## src/verilog/sprt_pkg.sv

```systemverilog
package sprt_pkg;
    ////////////////////////////////////////////////////////////////
    ////////////////////////////////////////////////////////////////

    localparam int ADDR_W = 12;

    // Register indices, byte address is four times the index
    localparam logic [7:0] IDX_POWER_CONTROL   = 8'h87;
    localparam logic [7:0] IDX_TMR1_RELOAD_HI  = 8'h8d;
    localparam logic [7:0] IDX_SERIAL_CONTROL  = 8'h98;
    localparam logic [7:0] IDX_SERIAL_DATA     = 8'h99;
    localparam logic [7:0] IDX_TMR2_CONTROL    = 8'hc8;
    localparam logic [7:0] IDX_TMR2_RELOAD_LO  = 8'hca;
    localparam logic [7:0] IDX_TMR2_RELOAD_HI  = 8'hcb;

    // serial_control fields
    localparam int SC_MODE_HI  = 7;
    localparam int SC_MODE_LO  = 6;
    localparam int SC_MPF      = 5;
    localparam int SC_RX_EN    = 4;
    localparam int SC_TX_NINTH = 3;
    localparam int SC_RX_NINTH = 2;
    localparam int SC_TX_DONE  = 1;
    localparam int SC_RX_DONE  = 0;

    // power_control and timer2_control fields
    localparam int PC_BAUD_DBL   = 7;
    localparam int TMR2_OVF      = 7;
    localparam int TMR2_EXT_FLAG = 6;
    localparam int TMR2_RX_BAUD  = 5;
    localparam int TMR2_TX_BAUD  = 4;
    localparam int TMR2_EXT_EN   = 3;
    localparam int TMR2_RUN      = 2;
    localparam int TMR2_EXT_CLK  = 1;
    localparam int TMR2_CAPTURE  = 0;

    // Reset values
    localparam logic [7:0] RST_SERIAL_CONTROL = 8'h00;
    localparam logic [7:0] RST_POWER_CONTROL  = 8'h00;
    localparam logic [7:0] RST_TMR2_CONTROL   = 8'h00;
    localparam logic [7:0] RST_RELOAD         = 8'h00;

    // Timing counts in oscillator cycles or in oversampling ticks
    localparam int MODE0_DIV    = 12;
    localparam int PRESCALE_DIV = 12;
    localparam int OVERSAMPLE   = 16;
    localparam logic [3:0] PRE_RELOAD    = 4'(16 - PRESCALE_DIV);
    localparam logic [3:0] SUB_LAST_M0   = 4'(MODE0_DIV - 1);
    localparam logic [3:0] SUB_LAST_UART = 4'(OVERSAMPLE - 1);
    localparam logic [3:0] SUB_MID       = 4'(OVERSAMPLE / 2 - 1);
    localparam logic [3:0] M0_CLK_HIGH   = 4'(MODE0_DIV / 2);
    localparam logic [3:0] M0_SAMPLE     = 4'h9;

    // Bit indices within a frame
    localparam logic [3:0] M0_LAST      = 4'h7;
    localparam logic [3:0] TX_STOP_M8   = 4'h9;
    localparam logic [3:0] TX_STOP_M9   = 4'ha;
    localparam logic [3:0] RX_LAST_M8   = 4'h8;
    localparam logic [3:0] RX_LAST_M9   = 4'h9;

    typedef enum logic [1:0] {
        MODE_SHIFT,
        MODE_UART8,
        MODE_UART9_FIXED,
        MODE_UART9_VAR
    } sprt_mode_e;

    typedef enum logic [1:0] {
        ST_IDLE,
        ST_START,
        ST_DATA
    } sprt_st_e;

endpackage : sprt_pkg

```

## src/verilog/sprt_reload_cnt.sv

```systemverilog
`timescale 1ns/1ps

module sprt_reload_cnt #(
    parameter int W = 8
) (
    // Clock and reset
    input  wire logic         clk,
    input  wire logic         resetn,
    // Control
    input  wire logic         inc,
    input  wire logic         load,
    input  wire logic [W-1:0] reload,
    // Status
    output logic      [W-1:0] cnt,
    output logic              ovf
);

    typedef struct packed {
        logic [W-1:0] cnt;
        logic         ovf;
    } sprt_cnt_s;

    sprt_cnt_s r;
    sprt_cnt_s n;

    // Overflow comes out registered, in the same cycle as the reloaded count
    always_comb
    begin
        n = r;
        n.ovf = 1'b0;
        if (load)
        begin
            n.cnt = reload;
        end
        else if (inc)
        begin
            if (&r.cnt)
            begin
                n.cnt = reload;
                n.ovf = 1'b1;
            end
            else
            begin
                n.cnt = r.cnt + 1'b1;
            end
        end
    end

    always_ff @(posedge clk)
    begin
        if (!resetn)
            r <= '0;
        else
            r <= n;
    end

    assign cnt = r.cnt;
    assign ovf = r.ovf;

endmodule : sprt_reload_cnt

```

## src/verilog/sprt_top.sv

```systemverilog
`timescale 1ns/1ps

module sprt_top (
    // Clock and reset
    input  wire logic                        clk,
    input  wire logic                        resetn,
    // APB slave
    input  wire logic                        psel,
    input  wire logic                        penable,
    input  wire logic                        pwrite,
    input  wire logic [sprt_pkg::ADDR_W-1:0] paddr,
    input  wire logic [31:0]                 pwdata,
    output logic                             pready,
    output logic      [31:0]                 prdata,
    output logic                             pslverr,
    // Serial line
    input  wire logic                        rxd_in,
    output logic                             rxd_out,
    output logic                             rxd_oe,
    output logic                             txd,
    // Timer 2 pins
    input  wire logic                        timer2_clock_pin,
    input  wire logic                        timer2_ext_trigger
);
    import sprt_pkg::*;

    typedef struct packed {
        logic [7:0]  serial_control;
        logic [7:0]  power_control;
        logic [7:0]  t1rh;
        logic [7:0]  t2c;
        logic [7:0]  rl;
        logic [7:0]  rh;
        logic [7:0]  rbuf;
        logic        pready;
        logic [31:0] prdata;
        logic        pslverr;
        logic        txd;
        logic        rxd_out;
        logic        rxd_oe;
        sprt_st_e    tx_st;
        logic [3:0]  tx_bit;
        logic [3:0]  tx_sub;
        logic [9:0]  tx_sh;
        sprt_st_e    rx_st;
        logic [3:0]  rx_bit;
        logic [3:0]  rx_sub;
        logic [8:0]  rx_sh;
        logic        t1_half;
        logic [1:0]  m2div;
        logic [2:0]  rxd_s;
        logic [2:0]  eclk_s;
        logic [2:0]  trig_s;
    } sprt_state_s;

    sprt_state_s r;
    sprt_state_s n;

    ////////////////////////////////////////////////////////////////
    // Decode and bus
    sprt_mode_e  mode;
    logic        m0;
    logic        m9;
    logic        ren;
    logic [7:0]  idx;
    logic        hit;
    logic [7:0]  rd8;
    logic        setup;
    logic        wr;
    logic        wr_serial_control;
    logic        wr_t2c;
    logic        wr_sbuf;
    logic [7:0]  wd8;

    // Timers and rate ticks
    logic        pre_ovf;
    logic        tmr1_ovf;
    logic        tmr2_ovf;
    logic        tmr2_inc;
    logic        tmr2_ld;
    logic [15:0] tmr2_rl;
    logic [15:0] tmr2_cnt;
    logic        baud;
    logic        run;
    logic        extclk;
    logic        trig;
    logic        rxd_lvl;
    logic        rxd_fall;
    logic        t1_tick;
    logic        m2_tick;
    logic        tx_tick;
    logic        rx_tick;
    logic [3:0]  sub_last;
    logic [3:0]  tx_stop;
    logic [3:0]  rx_last;
    logic [8:0]  smp;
    logic        rx_done;
    logic        m2_fast;
    logic        m2_slow;

    assign mode     = sprt_mode_e'(r.serial_control[SC_MODE_HI:SC_MODE_LO]);
    assign m0       = (mode == MODE_SHIFT);
    assign m9       = r.serial_control[SC_MODE_HI];
    assign ren      = r.serial_control[SC_RX_EN];
    assign idx      = paddr[9:2];
    assign setup    = psel & ~penable;
    assign wd8      = pwdata[7:0];
    assign wr       = psel & penable & r.pready & pwrite & hit;
    assign wr_serial_control  = wr & (idx == IDX_SERIAL_CONTROL);
    assign wr_t2c   = wr & (idx == IDX_TMR2_CONTROL);
    assign wr_sbuf  = wr & (idx == IDX_SERIAL_DATA);

    always_comb
    begin
        hit = (paddr[ADDR_W-1:10] == 2'h0);
        case (idx)
            IDX_POWER_CONTROL:  rd8 = r.power_control;
            IDX_TMR1_RELOAD_HI: rd8 = r.t1rh;
            IDX_SERIAL_CONTROL: rd8 = r.serial_control;
            IDX_SERIAL_DATA:    rd8 = r.rbuf;
            IDX_TMR2_CONTROL:   rd8 = r.t2c;
            IDX_TMR2_RELOAD_LO: rd8 = r.rl;
            IDX_TMR2_RELOAD_HI: rd8 = r.rh;
            default:
            begin
                rd8 = 8'h00;
                hit = 1'b0;
            end
        endcase
    end

    ////////////////////////////////////////////////////////////////
    // Timers
    assign baud     = r.t2c[TMR2_RX_BAUD] | r.t2c[TMR2_TX_BAUD];
    assign run      = r.t2c[TMR2_RUN];
    assign extclk   = r.t2c[TMR2_EXT_CLK];
    assign rxd_lvl  = r.rxd_s[1];
    assign rxd_fall = r.rxd_s[2] & ~r.rxd_s[1];
    // Edge trigger is ignored while timer 2 makes baud rates
    assign trig     = r.trig_s[2] & ~r.trig_s[1] & r.t2c[TMR2_EXT_EN] & ~baud;
    assign tmr2_ld  = trig & ~r.t2c[TMR2_CAPTURE];
    assign tmr2_rl  = (r.t2c[TMR2_CAPTURE] & ~baud) ? 16'h0000 : {r.rh, r.rl};
    // Internal clock: baud mode counts at osc/2, otherwise at osc/12; external clock counts pin falls
    assign tmr2_inc = run & (extclk ? (r.eclk_s[2] & ~r.eclk_s[1])
                                    : (baud ? r.m2div[0] : pre_ovf));

    sprt_reload_cnt #(.W(4)) u_pre (
        .clk    (clk),
        .resetn (resetn),
        .inc    (1'b1),
        .load   (1'b0),
        .reload (PRE_RELOAD),
        .cnt    (),
        .ovf    (pre_ovf)
    );

    // Timer 1 in 8-bit auto-reload, ticking at osc/12
    sprt_reload_cnt #(.W(8)) u_tmr1 (
        .clk    (clk),
        .resetn (resetn),
        .inc    (pre_ovf),
        .load   (1'b0),
        .reload (r.t1rh),
        .cnt    (),
        .ovf    (tmr1_ovf)
    );

    sprt_reload_cnt #(.W(16)) u_tmr2 (
        .clk    (clk),
        .resetn (resetn),
        .inc    (tmr2_inc),
        .load   (tmr2_ld),
        .reload (tmr2_rl),
        .cnt    (tmr2_cnt),
        .ovf    (tmr2_ovf)
    );

    ////////////////////////////////////////////////////////////////
    // Oversampling ticks, sixteen per bit outside mode 0
    assign t1_tick  = tmr1_ovf & (r.power_control[PC_BAUD_DBL] | r.t1_half);
    assign m2_tick  = r.power_control[PC_BAUD_DBL] ? r.m2div[0] : (&r.m2div);
    // Modes 1 and 3 share one selection
    assign tx_tick  = m0 | ((mode == MODE_UART9_FIXED) ? m2_tick
                         : (r.t2c[TMR2_TX_BAUD] ? tmr2_ovf : t1_tick));
    assign rx_tick  = m0 | ((mode == MODE_UART9_FIXED) ? m2_tick
                         : (r.t2c[TMR2_RX_BAUD] ? tmr2_ovf : t1_tick));
    assign sub_last = m0 ? SUB_LAST_M0 : SUB_LAST_UART;
    assign tx_stop  = m9 ? TX_STOP_M9 : TX_STOP_M8;
    assign rx_last  = m0 ? M0_LAST : (m9 ? RX_LAST_M9 : RX_LAST_M8);
    assign smp      = {rxd_lvl, r.rx_sh[8:1]};
    assign rx_done  = rx_tick & (r.rx_sub == sub_last) & (r.rx_bit == rx_last);
    // Rate checks only look where mode and doubler stayed put
    assign m2_fast  = (mode == MODE_UART9_FIXED) & r.power_control[PC_BAUD_DBL];
    assign m2_slow  = (mode == MODE_UART9_FIXED) & ~r.power_control[PC_BAUD_DBL];

    ////////////////////////////////////////////////////////////////
    // Next state
    always_comb
    begin
        n = r;
        // First stage feeds only the second
        n.rxd_s  = {r.rxd_s[1:0], rxd_in};
        n.eclk_s = {r.eclk_s[1:0], timer2_clock_pin};
        n.trig_s = {r.trig_s[1:0], timer2_ext_trigger};
        n.m2div  = r.m2div + 2'h1;
        if (tmr1_ovf)
            n.t1_half = ~r.t1_half;

        // No wait state: data latched in setup, ready in the first access cycle
        n.pready  = setup;
        n.pslverr = setup & ~hit;
        if (setup)
            n.prdata = {24'h000000, rd8};

        if (wr)
        begin
            case (idx)
                IDX_POWER_CONTROL:  n.power_control = wd8;
                IDX_TMR1_RELOAD_HI: n.t1rh = wd8;
                IDX_SERIAL_CONTROL: n.serial_control = wd8;
                IDX_TMR2_CONTROL:   n.t2c  = wd8;
                IDX_TMR2_RELOAD_LO: n.rl   = wd8;
                IDX_TMR2_RELOAD_HI: n.rh   = wd8;
                default:            n.rbuf = r.rbuf;
            endcase
        end

        // Hardware sets come after writes so a set wins
        if (tmr2_ovf & ~baud)
            n.t2c[TMR2_OVF] = 1'b1;
        if (trig)
        begin
            n.t2c[TMR2_EXT_FLAG] = 1'b1;
            if (r.t2c[TMR2_CAPTURE])
                {n.rh, n.rl} = tmr2_cnt;
        end

        // Transmitter
        case (r.tx_st)
            ST_IDLE:
            begin
                if (wr_sbuf)
                begin
                    n.tx_st  = ST_DATA;
                    n.tx_bit = 4'h0;
                    n.tx_sub = 4'h0;
                    if (m0)
                        n.tx_sh = {2'h3, wd8};
                    else
                        n.tx_sh = {r.serial_control[SC_TX_NINTH] | ~m9, wd8, 1'b0};
                end
            end
            ST_DATA:
            begin
                if (tx_tick)
                begin
                    if (r.tx_sub == sub_last)
                    begin
                        n.tx_sub = 4'h0;
                        n.tx_bit = r.tx_bit + 4'h1;
                        n.tx_sh  = {1'b1, r.tx_sh[9:1]};
                        if (m0 && r.tx_bit == M0_LAST)
                        begin
                            n.tx_st = ST_IDLE;
                            n.serial_control[SC_TX_DONE] = 1'b1;
                        end
                        else if (!m0 && r.tx_bit == tx_stop)
                        begin
                            n.tx_st = ST_IDLE;
                        end
                        else if (!m0 && n.tx_bit == tx_stop)
                        begin
                            n.serial_control[SC_TX_DONE] = 1'b1;
                        end
                    end
                    else
                    begin
                        n.tx_sub = r.tx_sub + 4'h1;
                    end
                end
            end
            default:
            begin
                n.tx_st = ST_IDLE;
            end
        endcase

        // Receiver
        case (r.rx_st)
            ST_IDLE:
            begin
                n.rx_sub = 4'h0;
                n.rx_bit = 4'h0;
                // Mode 0 waits for the flag to clear, so it cannot spin
                if (ren && m0 && !r.serial_control[SC_RX_DONE] && r.tx_st == ST_IDLE)
                    n.rx_st = ST_DATA;
                else if (ren && !m0 && rxd_fall)
                    n.rx_st = ST_START;
            end
            ST_START:
            begin
                if (rx_tick)
                begin
                    if (r.rx_sub == SUB_MID)
                    begin
                        n.rx_sub = 4'h0;
                        // A glitch shorter than half a bit is dropped
                        n.rx_st  = rxd_lvl ? ST_IDLE : ST_DATA;
                    end
                    else
                    begin
                        n.rx_sub = r.rx_sub + 4'h1;
                    end
                end
            end
            ST_DATA:
            begin
                if (rx_tick)
                begin
                    if (m0 && r.rx_sub == M0_SAMPLE)
                        n.rx_sh = smp;
                    if (r.rx_sub == sub_last)
                    begin
                        n.rx_sub = 4'h0;
                        n.rx_bit = r.rx_bit + 4'h1;
                        if (!m0 && r.rx_bit <= RX_LAST_M8)
                            n.rx_sh = smp;
                    end
                    else
                    begin
                        n.rx_sub = r.rx_sub + 4'h1;
                    end
                end
                if (rx_done)
                begin
                    n.rx_st = ST_IDLE;
                    if (m0)
                    begin
                        n.rbuf = n.rx_sh[8:1];
                        n.serial_control[SC_RX_DONE] = 1'b1;
                    end
                    else if (!r.serial_control[SC_RX_DONE] && (!r.serial_control[SC_MPF] || n.rx_sh[8]))
                    begin
                        n.rbuf = n.rx_sh[7:0];
                        n.serial_control[SC_RX_NINTH] = n.rx_sh[8];
                        n.serial_control[SC_RX_DONE] = 1'b1;
                    end
                end
            end
            default:
            begin
                n.rx_st = ST_IDLE;
            end
        endcase
        if (!ren)
            n.rx_st = ST_IDLE;

        // Pins follow the next state so they leave a flop
        n.rxd_oe  = m0 & (n.tx_st != ST_IDLE);
        n.rxd_out = n.tx_sh[0] | ~n.rxd_oe;
        if (m0)
            n.txd = ~(((n.tx_st != ST_IDLE) && n.tx_sub < M0_CLK_HIGH)
                   || ((n.rx_st != ST_IDLE) && n.rx_sub < M0_CLK_HIGH));
        else
            n.txd = (n.tx_st == ST_IDLE) | n.tx_sh[0];
    end

    always_ff @(posedge clk)
    begin
        if (!resetn)
        begin
            r <= '0;
            r.serial_control    <= RST_SERIAL_CONTROL;
            r.power_control    <= RST_POWER_CONTROL;
            r.t2c     <= RST_TMR2_CONTROL;
            r.rl      <= RST_RELOAD;
            r.rh      <= RST_RELOAD;
            r.t1rh    <= RST_RELOAD;
            r.txd     <= 1'b1;
            r.rxd_out <= 1'b1;
            r.rxd_s   <= 3'h7;
            r.eclk_s  <= 3'h0;
            r.trig_s  <= 3'h0;
        end
        else
        begin
            r <= n;
        end
    end

    assign pready  = r.pready;
    assign prdata  = r.prdata;
    assign pslverr = r.pslverr;
    assign txd     = r.txd;
    assign rxd_out = r.rxd_out;
    assign rxd_oe  = r.rxd_oe;
endmodule : sprt_top

```

## config.mk

```make
export PLATFORM = sky130hd
export DESIGN_NAME = sprt_top
export DESIGN_NICKNAME = d
export VERILOG_FILES = /design/src/verilog/sprt_pkg.sv /design/src/verilog/sprt_reload_cnt.sv /design/src/verilog/sprt_top.sv
export SDC_FILE = /design/constraint.sdc
export NUM_CORES = 1
export LEC_CHECK = 0
export ABC_AREA = 1
export BUFFER_PORTS_ARGS = -buffer_cell sky130_fd_sc_hd__buf_2
export CAP_MARGIN = 15
export CORE_MARGIN = 4
export CORE_UTILIZATION = 25
export CTS_CLUSTER_DIAMETER = 200
export CTS_CLUSTER_SIZE = 30
export DETAILED_ROUTE_END_ITERATION = 6
export PLACE_DENSITY_LB_ADDON = 0.2
export SLEW_MARGIN = 30
export SYNTH_ARGS = -nofsm -noshare
export SYNTH_HDL_FRONTEND = slang
export SYNTH_HIERARCHICAL = 1
export SYNTH_SLANG_ARGS = --single-unit
```

## constraint.sdc

```tcl
create_clock -name clk -period 2 [get_ports clk]
set_clock_uncertainty 0.2 [all_clocks]
set_input_delay 0.2 -clock clk [delete_from_list [all_inputs] [get_ports clk]]
set_output_delay 0.2 -clock clk [all_outputs]
set_load 0.01 [all_outputs]
```

Word level (Yosys, flattened, before mapping)
Cells that the tools add are included.
- logic and storage cells: 241
- memories: 0
- bits of input ports: 52
- latch bits: 0
- bits in registers: 151
- RAM bits: 0
- memory bits (read-only): 0
- output and inout port bits: 37
- bitwise logic cells: 40
- $lt $le $gt $ge: 3
- $mul: 0
- divide/modulo/power cells: 0
- reductions and logical operators: 48
- shift-type cells: 0
- equality and inequality tests: 24
- multiplexer cells: 81
- $add $sub $neg: 8
- operators by type and width (kind ; count):
    $mux 16 ; 5
    $mux 8 ; 10
    $eq 8x8->1 const B ; 7
    $pmux 8 s7 ; 1
    $mux 17 ; 3
    $mux 51 ; 1
    $mux 20 ; 2
    $pmux 18 s2 ; 1
    $mux 1 ; 29
    $mux 9 ; 3
    $mux 4 ; 6
    $add 4x1->4 const B ; 5
    $and 1x1->1 ; 20
    $eq 4x4->1 ; 5
    $mux 10 ; 2
    $mux 2 ; 10
    $reduce_bool 2->1 ; 9
    $add 16x1->16 const B ; 1
    $reduce_and 16->1 ; 1
    $reduce_and 2->1 ; 8
    $logic_and 1x1->1 ; 13
    $not 1->1 ; 13
    $pmux 4 s3 ; 1
    $logic_not 2->1 ; 5
    23 further kinds ; 43

Longest topological paths before layout
- depth in word-level cells: 15
- gate-level depth with buffers: 18
- mapped depth without buffers: 17

Modules after synthesis
Netlist, hierarchy kept.
- modules (own cells, without submodules) (module ; times used ; cells each ; sequential area each (um^2) ; area an instance (um^2)):
    sprt_top ; 1 ; 967 ; 2402.3 ; 6553.8
    sprt_reload_cnt at u_tmr2 ; 1 ; 193 ; 340.3 ; 1287.5
    sprt_reload_cnt at u_tmr1 ; 1 ; 95 ; 180.2 ; 673.1
    sprt_reload_cnt at u_pre ; 1 ; 50 ; 100.1 ; 311.5

Worst setup path before layout
No wires, ideal clock.
- path type: reg-to-reg
- start point: reg r[116] in the netlist's numbering
- end point: reg u_tmr2.r, in the netlist u_tmr2/cnt[11]
- path buffers: 1
- path slack: -135 ps
- data required time: 1663 ps
- arrival time: 1798 ps
- cell stages (with the launch flop): 12
- setup time: 137 ps
- clock period less this slack: 2135 ps
- cell sequence: dfxtp_1 -> nor2_1 -> inv_1 -> nor4_1 -> inv_1 -> nor2_1 -> clkbuf_1 -> inv_1 -> nand2_1 -> inv_1 -> nand3_1 -> a21oi_1
- elaborated cells between the ends (all ways): 13
- those cells by class: mux (6); bitwise (6); reduce/logical (1)
- RTL lines (what ; RTL line ; source):
    from (decl) ; sprt_top.sv:56 ; sprt_state_s r;
    from (signal assigned) ; sprt_top.sv:387 ; r <= n;
    $or 1x1->1 (*) ; sprt_top.sv:134 ; assign baud = r.t2c[TMR2_RX_BAUD] | r.t2c[TMR2_TX_BAUD];
    $not 1->1 (*) ; sprt_top.sv:140 ; assign trig = r.trig_s[2] & ~r.trig_s[1] & r.t2c[TMR2_EXT_EN] & ~baud;
    $and 1x1->1 (*) ; sprt_top.sv:140 ;
    $and 1x1->1 (*) ; sprt_top.sv:141 ; assign tmr2_ld = trig & ~r.t2c[TMR2_CAPTURE];
    named net tmr2_ld ; sprt_top.sv:80 ; logic tmr2_ld;
    $mux 16 / $reduce_bool 2->1 (equally long branches) ; - ;
    to (signal assigned) ; sprt_reload_cnt.sv:54 ; r <= n;
    to (decl) ; sprt_reload_cnt.sv:23 ; sprt_cnt_s r;
The timed path passes the listed nets; every way through them passes the cells marked *. The select of a mux whose other input is x is not followed.
A chain may end at the register's enable or synchronous reset.

Worst setup path in the final report
- start point: reg r[22] in the netlist's numbering
- end point: reg r[94] in the netlist's numbering
- word-level cells in the longest chain between the ends: 13
- elaborated cells between the ends (all ways): 16
- those cells by class: eq/ne (2); mux (9); bitwise (2); reduce/logical (3)
- ends and longest elaborated chain (what ; RTL line ; source):
    $eq 4x4->1 ; sprt_top.sv:320 ; if (m0 && r.rx_sub == M0_SAMPLE)
    $logic_and 1x1->1 ; sprt_top.sv:320 ;
    $mux 9 ; sprt_top.sv:320 ;
    $mux 9 ; sprt_top.sv:326 ; if (!m0 && r.rx_bit <= RX_LAST_M8)
    $mux 9 ; sprt_top.sv:322 ; if (r.rx_sub == sub_last)
    $mux 17 ; sprt_top.sv:318 ; if (rx_tick)
    $mux 17 ; sprt_top.sv:289 ; case (r.rx_st)
    $logic_or 1x1->1 ; sprt_top.sv:342 ; else if (!r.serial_control[SC_RX_DONE] && (!r.serial_control[SC_MPF] || n.rx_sh[8]))
    $logic_and 1x1->1 ; sprt_top.sv:342 ;
    $mux 8 ; sprt_top.sv:342 ;
    $mux 8 ; sprt_top.sv:337 ; if (m0)
    $mux 8 (*) ; sprt_top.sv:334 ; if (rx_done)
    $mux 8 (*) ; sprt_top.sv:289 ;
Mark *: on every way between the ends. The rest lies on a longest branch, timed or not. The select of a mux whose other input is x is not followed.

==> reports/results.ini <==
[outcome]
run_status = complete, but fails checks
violations = negative setup slack

[placed_design]
place_congestion = 0.847
pre_cts_ws_ns = -0.189
post-dp-hpwl_um = 20600
io_buffers = 38

[sta]
finalSetupTns_ns = -0.555
fmax_ghz = 0.480
hold_violations = 0
rsz0062_at_grt = true
final-max-slew-violation-count = 0
whs_ns = 0.0117
fin_crit_sh_pct = 104
worst_slack_ns = -0.0827
setup_viol = 10
fin_crit_ns = 2.08

[setup_path]
worstSetupEndpointType = flip-flop
crit_type = reg -> reg
crit_start = r[22]$_SDFF_PN0_
critPathRequiredTime_ns = 2.12
path_delay_family = compound AO/OA/AOI/OAI gates
r2r_start = r[22]$_SDFF_PN0_
crit_path_top_delay_cell = dfxtp_2
reg2reg_slack_ns = -0.08
path_cells = ha_4 > nand2_2 > inv_2 > nand3_2 > o21ai_2 > nand2_4 > nand2_4 > o21ai_4 > o21ai_4 > nand2_4 > a21oi_1 > nor2_1
cp.arrival_ns = 2.21
critPathBufInv = 1
worstReg2RegEnd = r[94]$_SDFFE_PN0P_
reg2reg_depth = 12
cp_common_cell = nand2_4
startpoint_type = flip-flop
critPathMaxStageDelay_ns = 0.36
critPathMaxFanout = 8

[power]
switching_share_pct = 23.3
p_seq_share_pct = 44.8
cellPowerDensity_nw_per_um2 = 586
p_comb_share_pct = 4.4
p_int_mw = 5.19
p_clk_share_pct = 50.7
p_switching_mw = 1.58
p_leak_nw = 5.09
ir_drop_uv = 577

[cts]
cts_made_buffers = 17
cts_max_level = 4
clkTransAtPathRegs_ns = 0.07
cts_tree = built
clock_latency_ns = 0.44
cts_max_path_buffers = 2
clock-sinks = 151
cts_root_buf = clkbuf_16

[flow_run]
max-cap-violations = 0

[drt]
drc = 0
wirelength_um = 27800
post_drt_wl_per_cell_um = 14.3
first_pass_iters = 6
vias_per_cell = 4.59
antenna_left = 0
vias = 8901
drt_iter0_markers = 650

[final_layout]
nFillCells = 3766
drive_above_1_share_pct = 23.8
syn2layout_area_growth_pct = 31.1
diodes = 0
layout.nets = 1536

[global_routing]
grtUsageMet1_pct = 20.0
grt_max_degree = 37
grt_pass1_wl_um = 43700
met2_usage_pct = 22.5
track_usage_pct = 14.2
grt_pass1_vias = 8059
overflow = 0
use_met3_pct = 2.51
antenna_found_initial = 0
globalRoute.busiestLayer = met2

[min_path]
hold_end = extclk$_SDFFE_PN0P_
hold_class = in -> reg
min_delay_path_depth = 3
hp-start = pwdata[1]

[yosys]
yosys_warnings = 6
syn_inst = 1305
ys_top_cells_by_area = dfxtp_1 (34%), nand2_1 (12%), inv_1 (7.1%)
synth_cell_types = 48
synth_top_cell_by_area = dfxtp_1
synth.top_cell.area_share_pct = 34.3
syn_avg_cell_area_um2 = 6.76
yosysSeqAreaShare_pct = 34.3
synth_area_um2 = 8830
ys_ff_latch = 151

[floorplan]
die_area_um2 = 38400
row_count = 68
io_pins = 89
start_util_pct = 25.4
die_x_um = 196
core_area_um2 = 34700
die_h_um = 196

cell usage after synthesis (all sizes together):
master,number
nor3b,2
or2,4
and2,4
xor2,7
clkbuf,26
o2111ai,1
conb,2
a22oi,34
nand2,290
nor4,2
o211ai,37
a211oi,1
nor3,15
nand3b,5
a21oi,114
o21ai,90
o221ai,1
buf,53
ha,10
clkinv,7
a31oi,3
xnor2,5
nand4,21
dfxtp,151
o22ai,15
nand3,78
inv,178
a21boi,2
nor2,140
a221oi,7
power groups by stage:
stage          clock network, mW  registers (mW)  logic (mW)
3_5_place_dp                   0            3.11       0.279
3_3_place_gp                   0            3.11       0.279
6_report                    3.44            3.04       0.301
4_1_cts                     3.52            3.04       0.298
5_1_grt                     3.66            3.04       0.339
2_1_floorplan                  0            3.10       0.184
worst reg2reg max path, delay by kind of cell (launching register included):
family          cells  cell delay (ns)
simple gates        6             0.53
flops               1             0.36
buf+inv             1             0.06
compound gates      4             0.69
fa+ha+maj           1             0.14
registers in the layout (all words and copies together), names as in the netlist:
signal and count:
extclk 1, m9 1, mode 1, n 6, prdata 8, pready 1, pslverr 1, r 98
rxd_oe 1, rxd_out 1, txd 1, u_pre/cnt 4, u_pre/ovf 1, u_tmr1/cnt 8, u_tmr1/ovf 1, u_tmr2/cnt 16
u_tmr2/ovf 1
timing repair:
item | in CTS | in global routing
gates resized for setup | 28 | 103
gates cloned | 2 | 0
setup endpoints to repair | 30 | 52
pin swaps | 2 | 42
endpoints found under the hold margin | 11 | 0
hold buffers | 12 | 0
buffers inserted | 1 | 12
layout make-up:
| class | instances | area [um^2] | area share (%) |
|---|---|---|---|
| Clock buffer | 18 | 429 | 3.71 |
| Timing Repair Buffer | 187 | 1560 | 13.5 |
| Clock inverter | 13 | 180 | 1.56 |
| Tap cell | 455 | 569 | 4.92 |
| Inverter | 185 | 719 | 6.22 |
| Sequential cell | 151 | 3040 | 26.3 |
| Multi-Input combinational cell | 932 | 5070 | 43.8 |
cells by family (layout without fill, tap and decap cells):
| family | count (synthesis) | in the layout | synth area share [%] |
|---|---|---|---|
| simple gates | 561 | 563 | 29.1 |
| flops | 151 | 151 | 34.3 |
| other cells | 2 | 42 | 0.0851 |
| compound gates | 305 | 305 | 20.4 |
| fa+ha+maj | 10 | 10 | 1.42 |
| buf+inv | 264 | 403 | 13.5 |
| xor+xnor | 12 | 12 | 1.19 |
worst max-delay path by stage:
stage	end	depth (start not counted)
2_1_floorplan	r[136]$_SDFF_PN0_	13
5_1_grt	r[136]$_SDFF_PN0_	12
3_3_place_gp	r[129]$_SDFFE_PN0P_	13
4_1_cts	r[89]$_SDFFE_PN0P_	13
6_report	r[94]$_SDFFE_PN0P_	12
3_5_place_dp	r[129]$_SDFFE_PN0P_	13
layout by cell type, fill, tap and decap left out, types with 15 or more instances in the layout:
| master | count |
|---|---|
| o21ai_1 | 22 |
| inv_1 | 157 |
| nand2_1 | 257 |
| nor2_1 | 113 |
| nand3_1 | 64 |
| nand2_2 | 22 |
| o211ai_1 | 37 |
| clkbuf_16 | 17 |
| o22ai_1 | 15 |
| buf_2 | 38 |
| conb_1 | 42 |
| nand4_1 | 20 |
| nor2_2 | 17 |
| buf_4 | 112 |
| o21ai_0 | 59 |
| a22oi_1 | 31 |
| a21oi_1 | 101 |
| inv_2 | 17 |
| dfxtp_1 | 140 |
metal layers:
layer,share of wire (%),routed length (um)
met1,49,13600
met2,46,12700
met3,3.8,1060
met4,1.5,417
met5,0,0
through the flow:
step                      instance area [um^2]  cells  power [mW]  utilization (%)
after floorplan                           8990   1345        3.29                -
after global placement                   10300   1883        3.39             29.8
after detailed placement                 10300   1883        3.39             29.8
after CTS                                11200   1929        6.86             32.1
after global routing                     11600   1941        7.03             33.3
final                                    11600   1941        6.77             33.3
Note: power is estimated with default switching activity, not from simulation.
